[src/design/uart_pkg.sv]
package uart_pkg;

  // ----------------------------------------------------------------
  // Register byte offsets
  // ----------------------------------------------------------------
  localparam logic [4:0] OFS_SERIAL_MODE   = 5'h00;
  localparam logic [4:0] OFS_TRANSFER_MODE = 5'h04;
  localparam logic [4:0] OFS_BAUD_DIV      = 5'h08;
  localparam logic [4:0] OFS_TX_BUFFER     = 5'h0C;
  localparam logic [4:0] OFS_RX_BUFFER     = 5'h10;
  localparam logic [4:0] OFS_TX_STATUS     = 5'h14;
  localparam logic [4:0] OFS_RX_ERR_STATUS = 5'h18;

  // ----------------------------------------------------------------
  // Field positions
  // ----------------------------------------------------------------
  localparam int SM_POWER    = 7;
  localparam int SM_TX_EN    = 6;
  localparam int SM_RX_EN    = 5;
  localparam int SM_PAR_HI   = 4;
  localparam int SM_PAR_LO   = 3;
  localparam int SM_CHAR8    = 2;
  localparam int SM_STOP2    = 1;
  localparam int SM_ERR_SEP  = 0;
  localparam int TM_MODE_HI  = 7;
  localparam int TM_MODE_LO  = 6;
  localparam int TM_INT_SEL  = 3;
  localparam int TS_BUF_FULL = 1;
  localparam int TS_SH_FULL  = 0;
  localparam int ES_PARITY   = 2;
  localparam int ES_FRAMING  = 1;
  localparam int ES_OVERRUN  = 0;

  // ----------------------------------------------------------------
  // Encodings and reset values
  // ----------------------------------------------------------------
  localparam logic [1:0]  PAR_NONE       = 2'h0;
  localparam logic [1:0]  PAR_ZERO       = 2'h1;
  localparam logic [1:0]  PAR_ODD        = 2'h2;
  localparam logic [1:0]  PAR_EVEN       = 2'h3;
  localparam logic [1:0]  MODE_UART      = 2'h0;
  localparam logic [7:0]  SERIAL_MODE_RST = 8'h04;
  localparam logic [7:0]  TRANSFER_RST    = 8'h00;
  localparam logic [15:0] BAUD_DIV_RST    = 16'h0010;
  localparam logic [2:0]  DATA_BITS_8    = 3'h7;
  localparam logic [2:0]  DATA_BITS_7    = 3'h6;

  typedef enum logic [2:0] {TX_IDLE, TX_START, TX_DATA, TX_PARITY, TX_STOP1, TX_STOP2} tx_state_t;
  typedef enum logic [2:0] {RX_IDLE, RX_START, RX_DATA, RX_PARITY, RX_STOP} rx_state_t;

  // Xor of the character bits that take part in a frame
  function automatic logic char_xor(input logic [7:0] data, input logic char8);
    char_xor = ^data[6:0] ^ (char8 & data[7]);
  endfunction

endpackage

[src/design/uart_core.sv]
// The address map and the Avalon-MM interface to the registers are this design's own decisions.
`timescale 1ns/1ps
module uart_core
  import uart_pkg::*;
(
  input  wire logic        i_sys_clk,
  input  wire logic        i_resetn,
  input  wire logic [4:0]  i_avs_address,
  input  wire logic        i_avs_read,
  input  wire logic        i_avs_write,
  input  wire logic [31:0] i_avs_writedata,
  output logic [31:0]      o_avs_readdata,
  output logic             o_avs_waitrequest,
  input  wire logic        i_serial_in_pin,
  output logic             o_serial_out_pin,
  output logic             o_tx_done_irq,
  output logic             o_rx_done_irq,
  output logic             o_rx_err_irq
);

  // ----------------------------------------------------------------
  // Register bus
  // ----------------------------------------------------------------
  logic        ack_q;
  logic        acc_wr;
  logic        acc_rd;
  logic [7:0]  serial_mode_reg_q;
  logic [7:0]  transfer_mode_reg_q;
  logic [15:0] baud_div_q;
  logic [7:0]  tx_buffer_q;
  logic [7:0]  rx_buffer_q;
  logic [2:0]  rx_error_status_q;
  logic        tx_buf_full_q;
  logic        tx_shift_full_q;
  logic [31:0] rd_d;

  // One wait state on every access; the access acts at the edge where wait is low
  assign o_avs_waitrequest = (i_avs_read || i_avs_write) && !ack_q;
  assign acc_wr = i_avs_write && ack_q;
  assign acc_rd = i_avs_read && ack_q;

  always_ff @(posedge i_sys_clk or negedge i_resetn) begin
    if (!i_resetn) begin
      ack_q <= 1'b0;
    end else begin
      ack_q <= (i_avs_read || i_avs_write) && !ack_q;
    end
  end

  // Read mux, unmapped offsets read zero
  always_comb begin
    rd_d = 32'h0000_0000;
    if (i_avs_address == OFS_SERIAL_MODE) begin
      rd_d[7:0] = serial_mode_reg_q;
    end else if (i_avs_address == OFS_TRANSFER_MODE) begin
      rd_d[7:0] = transfer_mode_reg_q;
    end else if (i_avs_address == OFS_BAUD_DIV) begin
      rd_d[15:0] = baud_div_q;
    end else if (i_avs_address == OFS_TX_BUFFER) begin
      rd_d[7:0] = tx_buffer_q;
    end else if (i_avs_address == OFS_RX_BUFFER) begin
      rd_d[7:0] = rx_buffer_q;
    end else if (i_avs_address == OFS_TX_STATUS) begin
      rd_d[TS_BUF_FULL] = tx_buf_full_q;
      rd_d[TS_SH_FULL]  = tx_shift_full_q;
    end else if (i_avs_address == OFS_RX_ERR_STATUS) begin
      rd_d[2:0] = rx_error_status_q;
    end
  end

  // Read data captured while waitrequest is high, stands at the accepting edge
  always_ff @(posedge i_sys_clk or negedge i_resetn) begin
    if (!i_resetn) begin
      o_avs_readdata <= 32'h0000_0000;
    end else if (i_avs_read && !ack_q) begin
      o_avs_readdata <= rd_d;
    end
  end

  // Control registers
  always_ff @(posedge i_sys_clk or negedge i_resetn) begin
    if (!i_resetn) begin
      serial_mode_reg_q   <= SERIAL_MODE_RST;
      transfer_mode_reg_q <= TRANSFER_RST;
      baud_div_q          <= BAUD_DIV_RST;
    end else if (acc_wr) begin
      if (i_avs_address == OFS_SERIAL_MODE) begin
        serial_mode_reg_q <= i_avs_writedata[7:0];
      end else if (i_avs_address == OFS_TRANSFER_MODE) begin
        transfer_mode_reg_q <= i_avs_writedata[7:0];
      end else if (i_avs_address == OFS_BAUD_DIV) begin
        baud_div_q <= i_avs_writedata[15:0];
      end
    end
  end

  logic       uart_mode;
  logic       powered;
  logic       tx_on;
  logic       rx_on;
  logic [1:0] par_mode;
  logic       char8;
  logic       stop2;

  assign uart_mode = transfer_mode_reg_q[TM_MODE_HI:TM_MODE_LO] == MODE_UART;
  assign powered   = uart_mode && serial_mode_reg_q[SM_POWER];
  assign tx_on     = powered && serial_mode_reg_q[SM_TX_EN];
  assign rx_on     = powered && serial_mode_reg_q[SM_RX_EN];
  assign par_mode  = serial_mode_reg_q[SM_PAR_HI:SM_PAR_LO];
  assign char8     = serial_mode_reg_q[SM_CHAR8];
  assign stop2     = serial_mode_reg_q[SM_STOP2];

  // ----------------------------------------------------------------
  // Transmitter
  // ----------------------------------------------------------------
  tx_state_t  tx_state_q;
  logic [7:0] tx_shift_reg_q;
  logic [2:0] tx_cnt_q;
  logic       tx_par_q;
  logic       tx_tick;
  logic       tx_wr_ok;
  logic       tx_frame_end;
  logic       tx_load;
  logic       tx_irq_evt;

  baud_gen u_tx_baud (
    .i_sys_clk (i_sys_clk),
    .i_resetn  (i_resetn),
    .i_clear   (tx_state_q == TX_IDLE || !tx_on),
    .i_div     (baud_div_q),
    .o_tick    (tx_tick),
    .o_half    ()
  );

  assign tx_wr_ok     = acc_wr && i_avs_address == OFS_TX_BUFFER && tx_on && !tx_buf_full_q;
  assign tx_frame_end = tx_tick && ((tx_state_q == TX_STOP1 && !stop2) || tx_state_q == TX_STOP2);
  assign tx_load      = tx_on && tx_buf_full_q && (tx_state_q == TX_IDLE || tx_frame_end);
  // Early interrupt after the first of two stop bits when selected
  assign tx_irq_evt   = (transfer_mode_reg_q[TM_INT_SEL] && stop2) ?
                        (tx_tick && tx_state_q == TX_STOP1) : tx_frame_end;

  // Buffer register and its full flag; a load and a write never meet
  always_ff @(posedge i_sys_clk or negedge i_resetn) begin
    if (!i_resetn) begin
      tx_buffer_q   <= 8'h00;
      tx_buf_full_q <= 1'b0;
    end else if (!tx_on) begin
      tx_buf_full_q <= 1'b0;
    end else if (tx_wr_ok) begin
      tx_buffer_q   <= i_avs_writedata[7:0];
      tx_buf_full_q <= 1'b1;
    end else if (tx_load) begin
      tx_buf_full_q <= 1'b0;
    end
  end

  // Frame sequencer, serial output and shift-full flag
  always_ff @(posedge i_sys_clk or negedge i_resetn) begin
    if (!i_resetn) begin
      tx_state_q       <= TX_IDLE;
      tx_shift_reg_q   <= 8'h00;
      tx_cnt_q         <= 3'h0;
      tx_par_q         <= 1'b0;
      tx_shift_full_q  <= 1'b0;
      o_serial_out_pin <= 1'b1;
    end else if (!tx_on) begin
      tx_state_q       <= TX_IDLE;
      tx_shift_full_q  <= 1'b0;
      o_serial_out_pin <= 1'b1;
    end else if (tx_load) begin
      tx_state_q       <= TX_START;
      tx_shift_reg_q   <= tx_buffer_q;
      tx_par_q         <= par_mode == PAR_EVEN ? char_xor(tx_buffer_q, char8) :
                          par_mode == PAR_ODD ? !char_xor(tx_buffer_q, char8) : 1'b0;
      tx_cnt_q         <= 3'h0;
      tx_shift_full_q  <= 1'b1;
      o_serial_out_pin <= 1'b0;
    end else if (tx_frame_end) begin
      tx_state_q       <= TX_IDLE;
      tx_shift_full_q  <= 1'b0;
      o_serial_out_pin <= 1'b1;
    end else if (tx_tick) begin
      case (tx_state_q)
        TX_START: begin
          tx_state_q       <= TX_DATA;
          o_serial_out_pin <= tx_shift_reg_q[0];
          tx_shift_reg_q   <= {1'b0, tx_shift_reg_q[7:1]};
        end
        TX_DATA: begin
          if (tx_cnt_q == (char8 ? DATA_BITS_8 : DATA_BITS_7)) begin
            tx_state_q       <= par_mode == PAR_NONE ? TX_STOP1 : TX_PARITY;
            o_serial_out_pin <= par_mode == PAR_NONE ? 1'b1 : tx_par_q;
          end else begin
            tx_cnt_q         <= tx_cnt_q + 3'h1;
            o_serial_out_pin <= tx_shift_reg_q[0];
            tx_shift_reg_q   <= {1'b0, tx_shift_reg_q[7:1]};
          end
        end
        TX_PARITY: begin
          tx_state_q       <= TX_STOP1;
          o_serial_out_pin <= 1'b1;
        end
        TX_STOP1: begin
          tx_state_q <= TX_STOP2;
        end
        default: begin
          tx_state_q <= TX_IDLE;
        end
      endcase
    end
  end

  // Transmit completion pulse
  always_ff @(posedge i_sys_clk or negedge i_resetn) begin
    if (!i_resetn) begin
      o_tx_done_irq <= 1'b0;
    end else begin
      o_tx_done_irq <= tx_on && tx_irq_evt;
    end
  end

  // ----------------------------------------------------------------
  // Receiver
  // ----------------------------------------------------------------
  rx_state_t  rx_state_q;
  logic [7:0] rx_shift_reg_q;
  logic [2:0] rx_cnt_q;
  logic       rx_par_bit_q;
  logic       rx_prev_q;
  logic       rx_full_q;
  logic       rx_line;
  logic       rx_tick;
  logic       rx_half;
  logic       rx_done;
  logic [7:0] rx_char;
  logic       rx_perr;
  logic       rx_ferr;
  logic       rx_ovr;
  logic       rx_any_err;
  logic       rxb_read;

  bit_sync u_rx_sync (
    .i_sys_clk (i_sys_clk),
    .i_resetn  (i_resetn),
    .i_async   (i_serial_in_pin),
    .o_sync    (rx_line)
  );

  baud_gen u_rx_baud (
    .i_sys_clk (i_sys_clk),
    .i_resetn  (i_resetn),
    .i_clear   (rx_state_q == RX_IDLE || (rx_state_q == RX_START && rx_half)),
    .i_div     (baud_div_q),
    .o_tick    (rx_tick),
    .o_half    (rx_half)
  );

  // Only the first stop bit is examined
  assign rx_done    = rx_tick && rx_state_q == RX_STOP;
  assign rx_char    = char8 ? rx_shift_reg_q : {1'b0, rx_shift_reg_q[7:1]};
  assign rx_perr    = (par_mode == PAR_EVEN && (char_xor(rx_char, char8) ^ rx_par_bit_q)) ||
                      (par_mode == PAR_ODD && !(char_xor(rx_char, char8) ^ rx_par_bit_q));
  assign rx_ferr    = !rx_line;
  assign rx_ovr     = rx_full_q;
  assign rx_any_err = rx_perr || rx_ferr || rx_ovr;
  assign rxb_read   = acc_rd && i_avs_address == OFS_RX_BUFFER;

  // Start detection and bit sampling at mid-bit
  always_ff @(posedge i_sys_clk or negedge i_resetn) begin
    if (!i_resetn) begin
      rx_state_q     <= RX_IDLE;
      rx_shift_reg_q <= 8'h00;
      rx_cnt_q       <= 3'h0;
      rx_par_bit_q   <= 1'b0;
      rx_prev_q      <= 1'b1;
    end else if (!rx_on) begin
      rx_state_q <= RX_IDLE;
      rx_prev_q  <= 1'b1;
    end else begin
      rx_prev_q <= rx_line;
      case (rx_state_q)
        RX_IDLE: begin
          if (rx_prev_q && !rx_line) begin
            rx_state_q <= RX_START;
          end
        end
        RX_START: begin
          if (rx_half) begin
            rx_state_q <= rx_line ? RX_IDLE : RX_DATA;
            rx_cnt_q   <= 3'h0;
          end
        end
        RX_DATA: begin
          if (rx_tick) begin
            rx_shift_reg_q <= {rx_line, rx_shift_reg_q[7:1]};
            rx_cnt_q       <= rx_cnt_q + 3'h1;
            if (rx_cnt_q == (char8 ? DATA_BITS_8 : DATA_BITS_7)) begin
              rx_state_q <= par_mode == PAR_NONE ? RX_STOP : RX_PARITY;
            end
          end
        end
        RX_PARITY: begin
          if (rx_tick) begin
            rx_par_bit_q <= rx_line;
            rx_state_q   <= RX_STOP;
          end
        end
        default: begin
          if (rx_tick) begin
            rx_state_q <= RX_IDLE;
          end
        end
      endcase
    end
  end

  // Receive buffer, unread flag and error status; completion beats a read
  always_ff @(posedge i_sys_clk or negedge i_resetn) begin
    if (!i_resetn) begin
      rx_buffer_q       <= 8'h00;
      rx_full_q         <= 1'b0;
      rx_error_status_q <= 3'h0;
    end else if (rx_done && rx_on) begin
      if (!rx_ovr) begin
        rx_buffer_q <= rx_char;
      end
      rx_full_q         <= 1'b1;
      rx_error_status_q <= {rx_perr, rx_ferr, rx_ovr};
    end else if (rxb_read) begin
      rx_full_q         <= 1'b0;
      rx_error_status_q <= 3'h0;
    end
  end

  // Completion and error pulses; errors fold into completion unless separated
  always_ff @(posedge i_sys_clk or negedge i_resetn) begin
    if (!i_resetn) begin
      o_rx_done_irq <= 1'b0;
      o_rx_err_irq  <= 1'b0;
    end else begin
      o_rx_done_irq <= rx_on && rx_done && !(rx_any_err && serial_mode_reg_q[SM_ERR_SEP]);
      o_rx_err_irq  <= rx_on && rx_done && rx_any_err && serial_mode_reg_q[SM_ERR_SEP];
    end
  end
endmodule

[src/design/bit_sync.sv]
`timescale 1ns/1ps
// Two flip-flop synchroniser for a pin that idles high
module bit_sync
  import uart_pkg::*;
(
  input  wire logic i_sys_clk,
  input  wire logic i_resetn,
  input  wire logic i_async,
  output logic      o_sync
);

  logic meta_q;

  // First stage feeds only the second stage
  always_ff @(posedge i_sys_clk or negedge i_resetn) begin
    if (!i_resetn) begin
      meta_q <= 1'b1;
      o_sync <= 1'b1;
    end else begin
      meta_q <= i_async;
      o_sync <= meta_q;
    end
  end

endmodule

[src/design/baud_gen.sv]
`timescale 1ns/1ps
// Bit-period counter with full and half period strobes
module baud_gen
  import uart_pkg::*;
(
  input  wire logic        i_sys_clk,
  input  wire logic        i_resetn,
  input  wire logic        i_clear,
  input  wire logic [15:0] i_div,
  output logic             o_tick,
  output logic             o_half
);

  logic [15:0] cnt_q;

  // Counter restarts on clear and wraps after one bit period
  always_ff @(posedge i_sys_clk or negedge i_resetn) begin
    if (!i_resetn) begin
      cnt_q <= 16'h0000;
    end else if (i_clear || o_tick) begin
      cnt_q <= 16'h0000;
    end else begin
      cnt_q <= cnt_q + 16'h0001;
    end
  end

  // Half strobe ignores the clear, since a caller may clear on the half strobe itself
  assign o_tick = !i_clear && (cnt_q == i_div - 16'h0001);
  assign o_half = (cnt_q == {1'b0, i_div[15:1]});

endmodule

[config.mk]
export PLATFORM = sky130hd
export DESIGN_NAME = uart_core
export DESIGN_NICKNAME = d
export VERILOG_FILES = /design/src/design/uart_pkg.sv /design/src/design/uart_core.sv /design/src/design/bit_sync.sv /design/src/design/baud_gen.sv
export SDC_FILE = /design/constraint.sdc
export NUM_CORES = 1
export LEC_CHECK = 0
export BUFFER_PORTS_ARGS = -buffer_cell sky130_fd_sc_hd__buf_2
export CORE_MARGIN = 2
export CORE_UTILIZATION = 55
export DETAILED_ROUTE_END_ITERATION = 8
export PLACE_DENSITY = 0.75
export SYNTH_ARGS = -nofsm -noshare
export SYNTH_HDL_FRONTEND = slang
export SYNTH_SLANG_ARGS = --single-unit
[constraint.sdc]
create_clock -name i_sys_clk -period 4.1 [get_ports i_sys_clk]
set_input_delay 0 -clock i_sys_clk [delete_from_list [all_inputs] [get_ports i_sys_clk]]
set_output_delay 0 -clock i_sys_clk [all_outputs]
set_load 0.05 [all_outputs]
==> results.sh, run 1 <==
export IMPL_rr_worst_depth=10
export IMPL_p_total_mw=3.677
export IMPL_route_detailed_drc=0
export IMPL_intPower_mw=2.636
export IMPL_ys_flop_type="dfrtp_1"
export IMPL_wl_per_cell_um=18.08
export IMPL_htree_levels=4
export IMPL_start_util_pct=56.52
export IMPL_synth_cell_types=59
export IMPL_min_path_cells=4
export IMPL_min_path_type="in -> reg"
export IMPL_tns_ns=0
export IMPL_setup_violations=0
export IMPL_rsz0062_at_grt="false"
export IMPL_power_density_mw_per_mm2=405.6
export IMPL_synth_top_family_by_area="simple AND/OR/NAND/NOR gates"
export IMPL_slew_limit_headroom_pct=34.80
export IMPL_synth_adder_area_share_pct=0.7943
export IMPL_design_core_area_mm2=0.01393
export IMPL_synth_compound_area_share_pct=8.356
export IMPL_io_buffer_count=46
export IMPL_dieArea_mm2=0.01529
export IMPL_ioPinCount=79
export IMPL_pre_cts_ws_ns=0.2837
export IMPL_stdcell_count=1027
export IMPL_hold_viol=0
export IMPL_track_usage_pct=26.46
export IMPL_first_iter_violations=498
export IMPL_cp_end_kind="flop"
export IMPL_p_leak_nw=4.016
export IMPL_synth_edf_count=0
export IMPL_post_place_cells=972
export IMPL_synth_area_mux_share_pct=11.79
export IMPL_status="completed"
export IMPL_hpwl_um=12980
export IMPL_tightest_slew_ns=0.9781
export IMPL_grt_max_degree=103
export IMPL_seq_area_frac_synth_pct=44.58
export IMPL_die_h_um=123.7
export IMPL_synth_seq_cells=140
export IMPL_netlist_area_mm2=0.007876
export IMPL_clk_pin_slew_worst_paths_ns=0.06
export IMPL_fmax_ghz=0.2614
export IMPL_cts_tree="done"
export IMPL_stdcell_area_mm2=0.009064
export IMPL_fill_cells=1102
export IMPL_fin_crit_ns=3.825
export IMPL_switching_power_mw=1.041
export IMPL_power_frac_seq_pct=41.8
export IMPL_clock_path_buffers=2
export IMPL_cts_root_buf="clkbuf_16"
export IMPL_drv_cap=0
export IMPL_start_kind="flop"
export IMPL_crit_required_ns=4.45
export IMPL_path_class="reg -> reg"
export IMPL_synth_simple_area_share_pct=16.73
export IMPL_antenna_found_initial=0
export IMPL_arrival_ns=4.17
export IMPL_yosys_area_share_xor_xnor_pct=12.93
export IMPL_placed_area_mm2=0.008214
export IMPL_ys_warn_count=0
export IMPL_crit_fanout=11
export IMPL_grt_pass1_wl_um=30980
export IMPL_area_growth_pct=15.08
export IMPL_fin_skew_ns=0.01374
export IMPL_netlist_instances=776
export IMPL_gr_total_overflow=0
export IMPL_drive_above_1_share_pct=21.72
export IMPL_postRouteAntennaNets=0
export IMPL_layout_worst_path_cycle_share_pct=93.30
export IMPL_placementRows=43
export IMPL_layout_nets=881
export IMPL_max_vdd_ir_drop_v=0.0003338
export IMPL_async_flop_share_pct=100.0
export IMPL_avgViaCountPerCell=5.872
export IMPL_dr_pass1_iters=5
export IMPL_cts_made_buffers=17
export IMPL_gp_congestion=0.9004
export IMPL_drv_slew=0
export IMPL_clock_sinks=140
export IMPL_via_count=6031
export IMPL_n_antenna_cell=0
export IMPL_p_comb_share_pct=15.6
export IMPL_die_x_um=123.7
export IMPL_swShare_pct=28.31
export IMPL_clock_latency_ns=0.43
export IMPL_first_global_vias=6079
export IMPL_synth_avg_cell_area_um2=10.15
export IMPL_pwr_share_clk_pct=42.6
export IMPL_setup_ws_ns=0.2748
export IMPL_wl_um=18570
==> cell type report <==
cell class / instances / area [um2] / share of cell area (%)
Clock buffer: 21 / 470.5 / 5.191
Clock inverter: 11 / 132.6 / 1.463
Inverter: 15 / 56.30 / 0.6212
Multi-Input combinational cell: 573 / 4074 / 44.95
Sequential cell: 140 / 3511 / 38.74
Tap cell: 180 / 225.2 / 2.485
Timing Repair Buffer: 87 / 594.3 / 6.557
==> critical path: stages, from the launching register on <==
cell	delay (ns)
dfrtp_1	0.44
or4_1	0.69
nor4_4	0.40
nor3b_1	0.11
a311o_1	0.39
or4_1	0.59
nor4_1	0.37
o2111a_2	0.37
buf_4	0.17
nor3b_1	0.06
nor3_2	0.15
==> worst paths after layout <==
path / start / endpoint / slack [ns]
max reg2reg: baud_div_q[0] / tx_shift_reg_q[0] / 0.27
max: baud_div_q[0] / tx_shift_reg_q[0] / 0.27
max in group asynchronous: i_resetn / o_serial_out_pin / 2.74
min: i_avs_address[0] / o_avs_readdata[2] / 0.1
min reg2reg: u_rx_sync.meta_q / u_rx_sync.o_sync / 0.35
min in group asynchronous: i_resetn / u_rx_baud.cnt_q[8] / 0.23
==> state kept, by name, indices dropped and copies added (netlist names), 16 cells and up <==
register	flops
baud_div_q	16
o_avs_readdata	16
u_rx_baud.cnt_q	16
u_tx_baud.cnt_q	16
==> placed cells by master, fill, tap and decap left out, types with 11 or more instances in the layout <==
master	count
a21oi_1	15
and3_1	11
buf_2	45
buf_4	21
clkbuf_16	17
conb_1	16
dfrtp_1	134
dlygate4sd3_1	20
inv_1	15
mux2_2	58
mux2i_1	14
nand2_1	59
nand3_1	38
nor2_1	70
nor3_1	19
o21ai_0	43
xnor2_1	65
xor2_1	41
==> kinds of logic (layout without fill, tap and decap cells) <==
kind of cell,count (synthesis),count (layout)
AND/OR/NAND/NOR,260,260
flip-flops,140,140
XOR/XNOR,110,110
AO/OA/AOI/OAI,104,104
multiplexers,78,78
buffers and inverters,78,134
adder cells (fa/ha/maj),5,5
other,1,16
==> per-stage QoR <==
stage	util (%)	hold slack, ns
2_1_floorplan	-	-0.2956
3_3_place_gp	58.95	0.1046
3_5_place_dp	58.95	0.1067
4_1_cts	64.71	0.05407
5_1_grt	65.04	0.09469
6_report	65.04	0.09851
==> metal layers <==
layer  routed length [um]  part of all wire (%)  up-vias  global-route usage [%]
li1                     -                     -     2796                       -
met1                 8091                    44     2983                   33.88
met2                 9197                    50      223                   44.68
met3                  962                   5.2       29                   5.861
met4                  313                   1.7        0                   8.594
met5                    0                     0        -                       0
==> cell usage after synthesis (2+ instances only) <==
| master | count | area (um2) |
|---|---|---|
| nand2b_1 | 4 | 25.02 |
| nand3b_1 | 3 | 22.52 |
| nor2_1 | 70 | 262.8 |
| buf_4 | 16 | 120.1 |
| o22ai_1 | 3 | 18.77 |
| o211ai_1 | 6 | 45.04 |
| xnor3_1 | 4 | 90.09 |
| nand2_1 | 59 | 221.5 |
| and2_1 | 4 | 25.02 |
| dfstp_2 | 6 | 157.7 |
| buf_2 | 7 | 35.03 |
| nor3_1 | 21 | 105.1 |
| mux2_2 | 58 | 653.1 |
| a21o_1 | 2 | 15.01 |
| buf_6 | 2 | 22.52 |
| a22oi_1 | 7 | 52.55 |
| xor2_1 | 41 | 359.1 |
| nand3_1 | 38 | 190.2 |
| or4_1 | 6 | 45.04 |
| xnor2_1 | 65 | 569.3 |
| o2111ai_1 | 2 | 17.52 |
| nand4_1 | 9 | 56.30 |
| a21oi_1 | 15 | 75.07 |
| ha_1 | 5 | 62.56 |
| dfrtp_1 | 134 | 3353 |
| a22o_1 | 9 | 78.83 |
| and3_1 | 11 | 68.82 |
| a31oi_1 | 4 | 25.02 |
| or3_1 | 7 | 43.79 |
| nor3b_1 | 5 | 37.54 |
| mux4_2 | 6 | 135.1 |
| inv_1 | 15 | 56.30 |
| a211o_1 | 2 | 17.52 |
| mux2i_1 | 14 | 140.1 |
| nor2b_1 | 3 | 18.77 |
| clkbuf_1 | 36 | 135.1 |
| nor4_4 | 3 | 63.81 |
| a31o_2 | 2 | 17.52 |
| a211oi_1 | 2 | 15.01 |
| o21ai_0 | 43 | 215.2 |
| buf_1 | 2 | 7.510 |
| nor4_1 | 8 | 50.05 |
==> repair_timing <==
action,CTS,global route
hold buffers,20,0
endpoints found under the setup margin,0,16
endpoints found under the hold margin,140,0
resized for setup,0,5
setup buffers,0,3
==> power by group through the flow <==
| stage | combinational [mW] | sequential (mW) | clock, mW |
|---|---|---|---|
| final | 0.572 | 1.54 | 1.57 |
| after global routing | 0.626 | 1.55 | 1.65 |
| after detailed placement | 0.545 | 1.56 | 0 |
| after floorplan | 0.440 | 1.52 | 0 |
| after CTS | 0.563 | 1.54 | 1.59 |
| after global placement | 0.530 | 1.56 | 0 |
Power figures use the tool's default switching activity.
==> inputs of run 2 (changes only) <==
CORE_UTILIZATION = 37   (was 55)
PLACE_DENSITY = 0.54   (was 0.75)
==> run 2 against run 1 <==
- power increased by 2.5%
- clock power increased by 5%
- setup slack got worse by 0.037 ns
- final cell count increased by 9.9%
- design area increased by 2.0%
- non-clock buffer count increased by 7
- register-to-register slack got worse by 0.04 ns
- worst hold slack got worse by 0.019 ns
- die area increased by 47%
- critical path depth decreased by 1
- sequential share of layout area decreased by 0.77 points
- critical endpoint is now tx_shift_reg_q[2]
- largest cell class unchanged
==> results.sh, run 2 (synthesized netlist as in run 1, its figures left out) <==
export IMPL_tns_ns=0
export IMPL_design_core_area_mm2=0.02096
export IMPL_fmax_ghz=0.2589
export IMPL_htree_levels=4
export IMPL_clock_sinks=140
export IMPL_hpwl_um=13510
export IMPL_clock_path_buffers=2
export IMPL_cp_slowest_cell="or4_1"
export IMPL_die_h_um=149.9
export IMPL_p_total_mw=3.769
export IMPL_crit_required_ns=4.39
export IMPL_critical_path_top_delay_family="simple AND/OR/NAND/NOR gates"
export IMPL_layout_nets=888
export IMPL_first_iter_violations=263
export IMPL_rr_worst_depth=9
export IMPL_power_density_mw_per_mm2=407.5
export IMPL_crit_fanout=19
export IMPL_rrSetupSlack_ns=0.24
export IMPL_path_cells="or4_1 -> nor4_4 -> nor3b_1 -> a311o_1 -> or4_1 -> nor4_1 -> o2111a_2 -> buf_4 -> o21ai_0"
export IMPL_postRouteAntennaNets=0
export IMPL_die_x_um=149.9
export IMPL_arrival_ns=4.16
export IMPL_r2r_start="baud_div_q[0]"
export IMPL_avgViaCountPerCell=5.097
export IMPL_endpoint="tx_shift_reg_q[2]"
export IMPL_fin_crit_ns=3.863
export IMPL_rsz0062_at_grt="false"
export IMPL_start_util_pct=37.59
export IMPL_start_kind="flop"
export IMPL_timing_rr_end="tx_shift_reg_q[2]"
export IMPL_crit_path_max_incr_delay_ns=0.69
export IMPL_first_global_vias=5542
export IMPL_dr_pass1_iters=6
export IMPL_p_leak_nw=4.065
export IMPL_cp_num_buf_inv=1
export IMPL_crit_path_frequent_cell="or4_1"
export IMPL_multiInputGateArea_mm2=0.004063
export IMPL_grt_pass1_wl_um=30910
export IMPL_layout_worst_path_cycle_share_pct=94.21
export IMPL_n_antenna_cell=0
export IMPL_startpoint="baud_div_q[0]"
export IMPL_cts_tree="done"
export IMPL_max_vdd_ir_drop_v=0.0003217
export IMPL_clock_latency_ns=0.42
export IMPL_fill_cells=2048
export IMPL_gr_total_overflow=0
export IMPL_drv_cap=0
export IMPL_via_count=5755
export IMPL_layout_commonest_cell="dfrtp_1"
export IMPL_tightest_slew_ns=0.7976
export IMPL_min_path_type="in -> reg"
export IMPL_ioPinCount=79
export IMPL_antenna_found_initial=0
export IMPL_stdcell_count=1129
export IMPL_hold_viol=0
export IMPL_status="completed"
export IMPL_path_class="reg -> reg"
export IMPL_clk_pin_slew_worst_paths_ns=0.06
export IMPL_dieArea_mm2=0.02247
export IMPL_crit_cells=9
export IMPL_area_growth_pct=17.41
export IMPL_mostFrequentLayoutCells="dfrtp_1, nor2_1, xnor2_1"
export IMPL_gp_congestion=0.8009
export IMPL_io_buffer_count=46
export IMPL_drv_slew=0
export IMPL_postCtsSetupBuffers=0
export IMPL_wl_per_cell_um=16.76
export IMPL_fin_skew_ns=0.008558
export IMPL_setup_violations=0
export IMPL_whs_ns=0.07990
export IMPL_track_usage_pct=17.86
export IMPL_route_detailed_drc=0
export IMPL_wl_um=18920
export IMPL_cp_end_kind="flop"
export IMPL_cts_root_buf="clkbuf_16"
export IMPL_cts_made_buffers=17
export IMPL_drive_above_1_share_pct=22.13
export IMPL_placementRows=53
export IMPL_grt_max_degree=70
export IMPL_seq_area_mm2=0.003511
export IMPL_post_place_cells=1077
export IMPL_slew_limit_headroom_pct=46.42
-- run 2: repair_timing --
item	in CTS	in global routing
hold buffers	20	0
gates resized for setup	0	0
endpoints found under the hold margin	107	0
-- run 2: routing by layer --
metal,vias to the layer above,global-route usage (%),share of wire [%]
li1,2813,-,-
met4,0,3.821,0.70
met5,-,0,0
met2,111,27.53,46
met3,11,4.116,3.9
met1,2820,25.66,49
-- run 2: layout make-up --
cell class / instances / area share [%]
timing repair buffer: 94 / 6.995
tap: 275 / 3.721
inverter: 15 / 0.6088
sequential: 140 / 37.97
clock buffer: 21 / 4.979
multi-input combinational: 573 / 43.93
clock inverter: 11 / 1.799
-- run 2: tightest hold or removal path, cell delays in order --
cell	delay, ns
buf_2	0.10
nor3_1	0.12
a21oi_1	0.16
o21ai_0	0.08
-- run 2: power breakdown --
part / internal [mW] / total (mW) / switching (mW)
registers: 1.45 / 1.52 / 0.0700
logic: 0.247 / 0.598 / 0.351
clock network: 1.05 / 1.65 / 0.603
total: 2.74 / 3.77 / 1.02
-- run 2: how the worst min path moves through the flow --
stage | start | to | slack (ns) | cells after the start
4_1_cts | i_avs_address[0] | o_avs_readdata[2] | 0.05 | 4
2_1_floorplan | i_resetn | ack_q | -0.30 | 0
6_report | i_avs_address[0] | o_avs_readdata[2] | 0.08 | 4
5_1_grt | i_avs_address[0] | o_avs_readdata[2] | 0.11 | 4
3_5_place_dp | i_resetn | baud_div_q[13] | 0.06 | 1
3_3_place_gp | i_resetn | baud_div_q[15] | 0.06 | 1
-- run 2: stage by stage --
| stage | setup WS (ns) | utilization [%] | cell area, um2 |
|---|---|---|---|
| after global routing | 0.01742 | 44.13 | 9248 |
| after global placement | 0.3178 | 40.18 | 8421 |
| after floorplan | 0.6132 | - | 7933 |
| after detailed placement | 0.2695 | 40.18 | 8421 |
| after CTS | 0.2479 | 44.13 | 9248 |
| final | 0.2374 | 44.13 | 9248 |
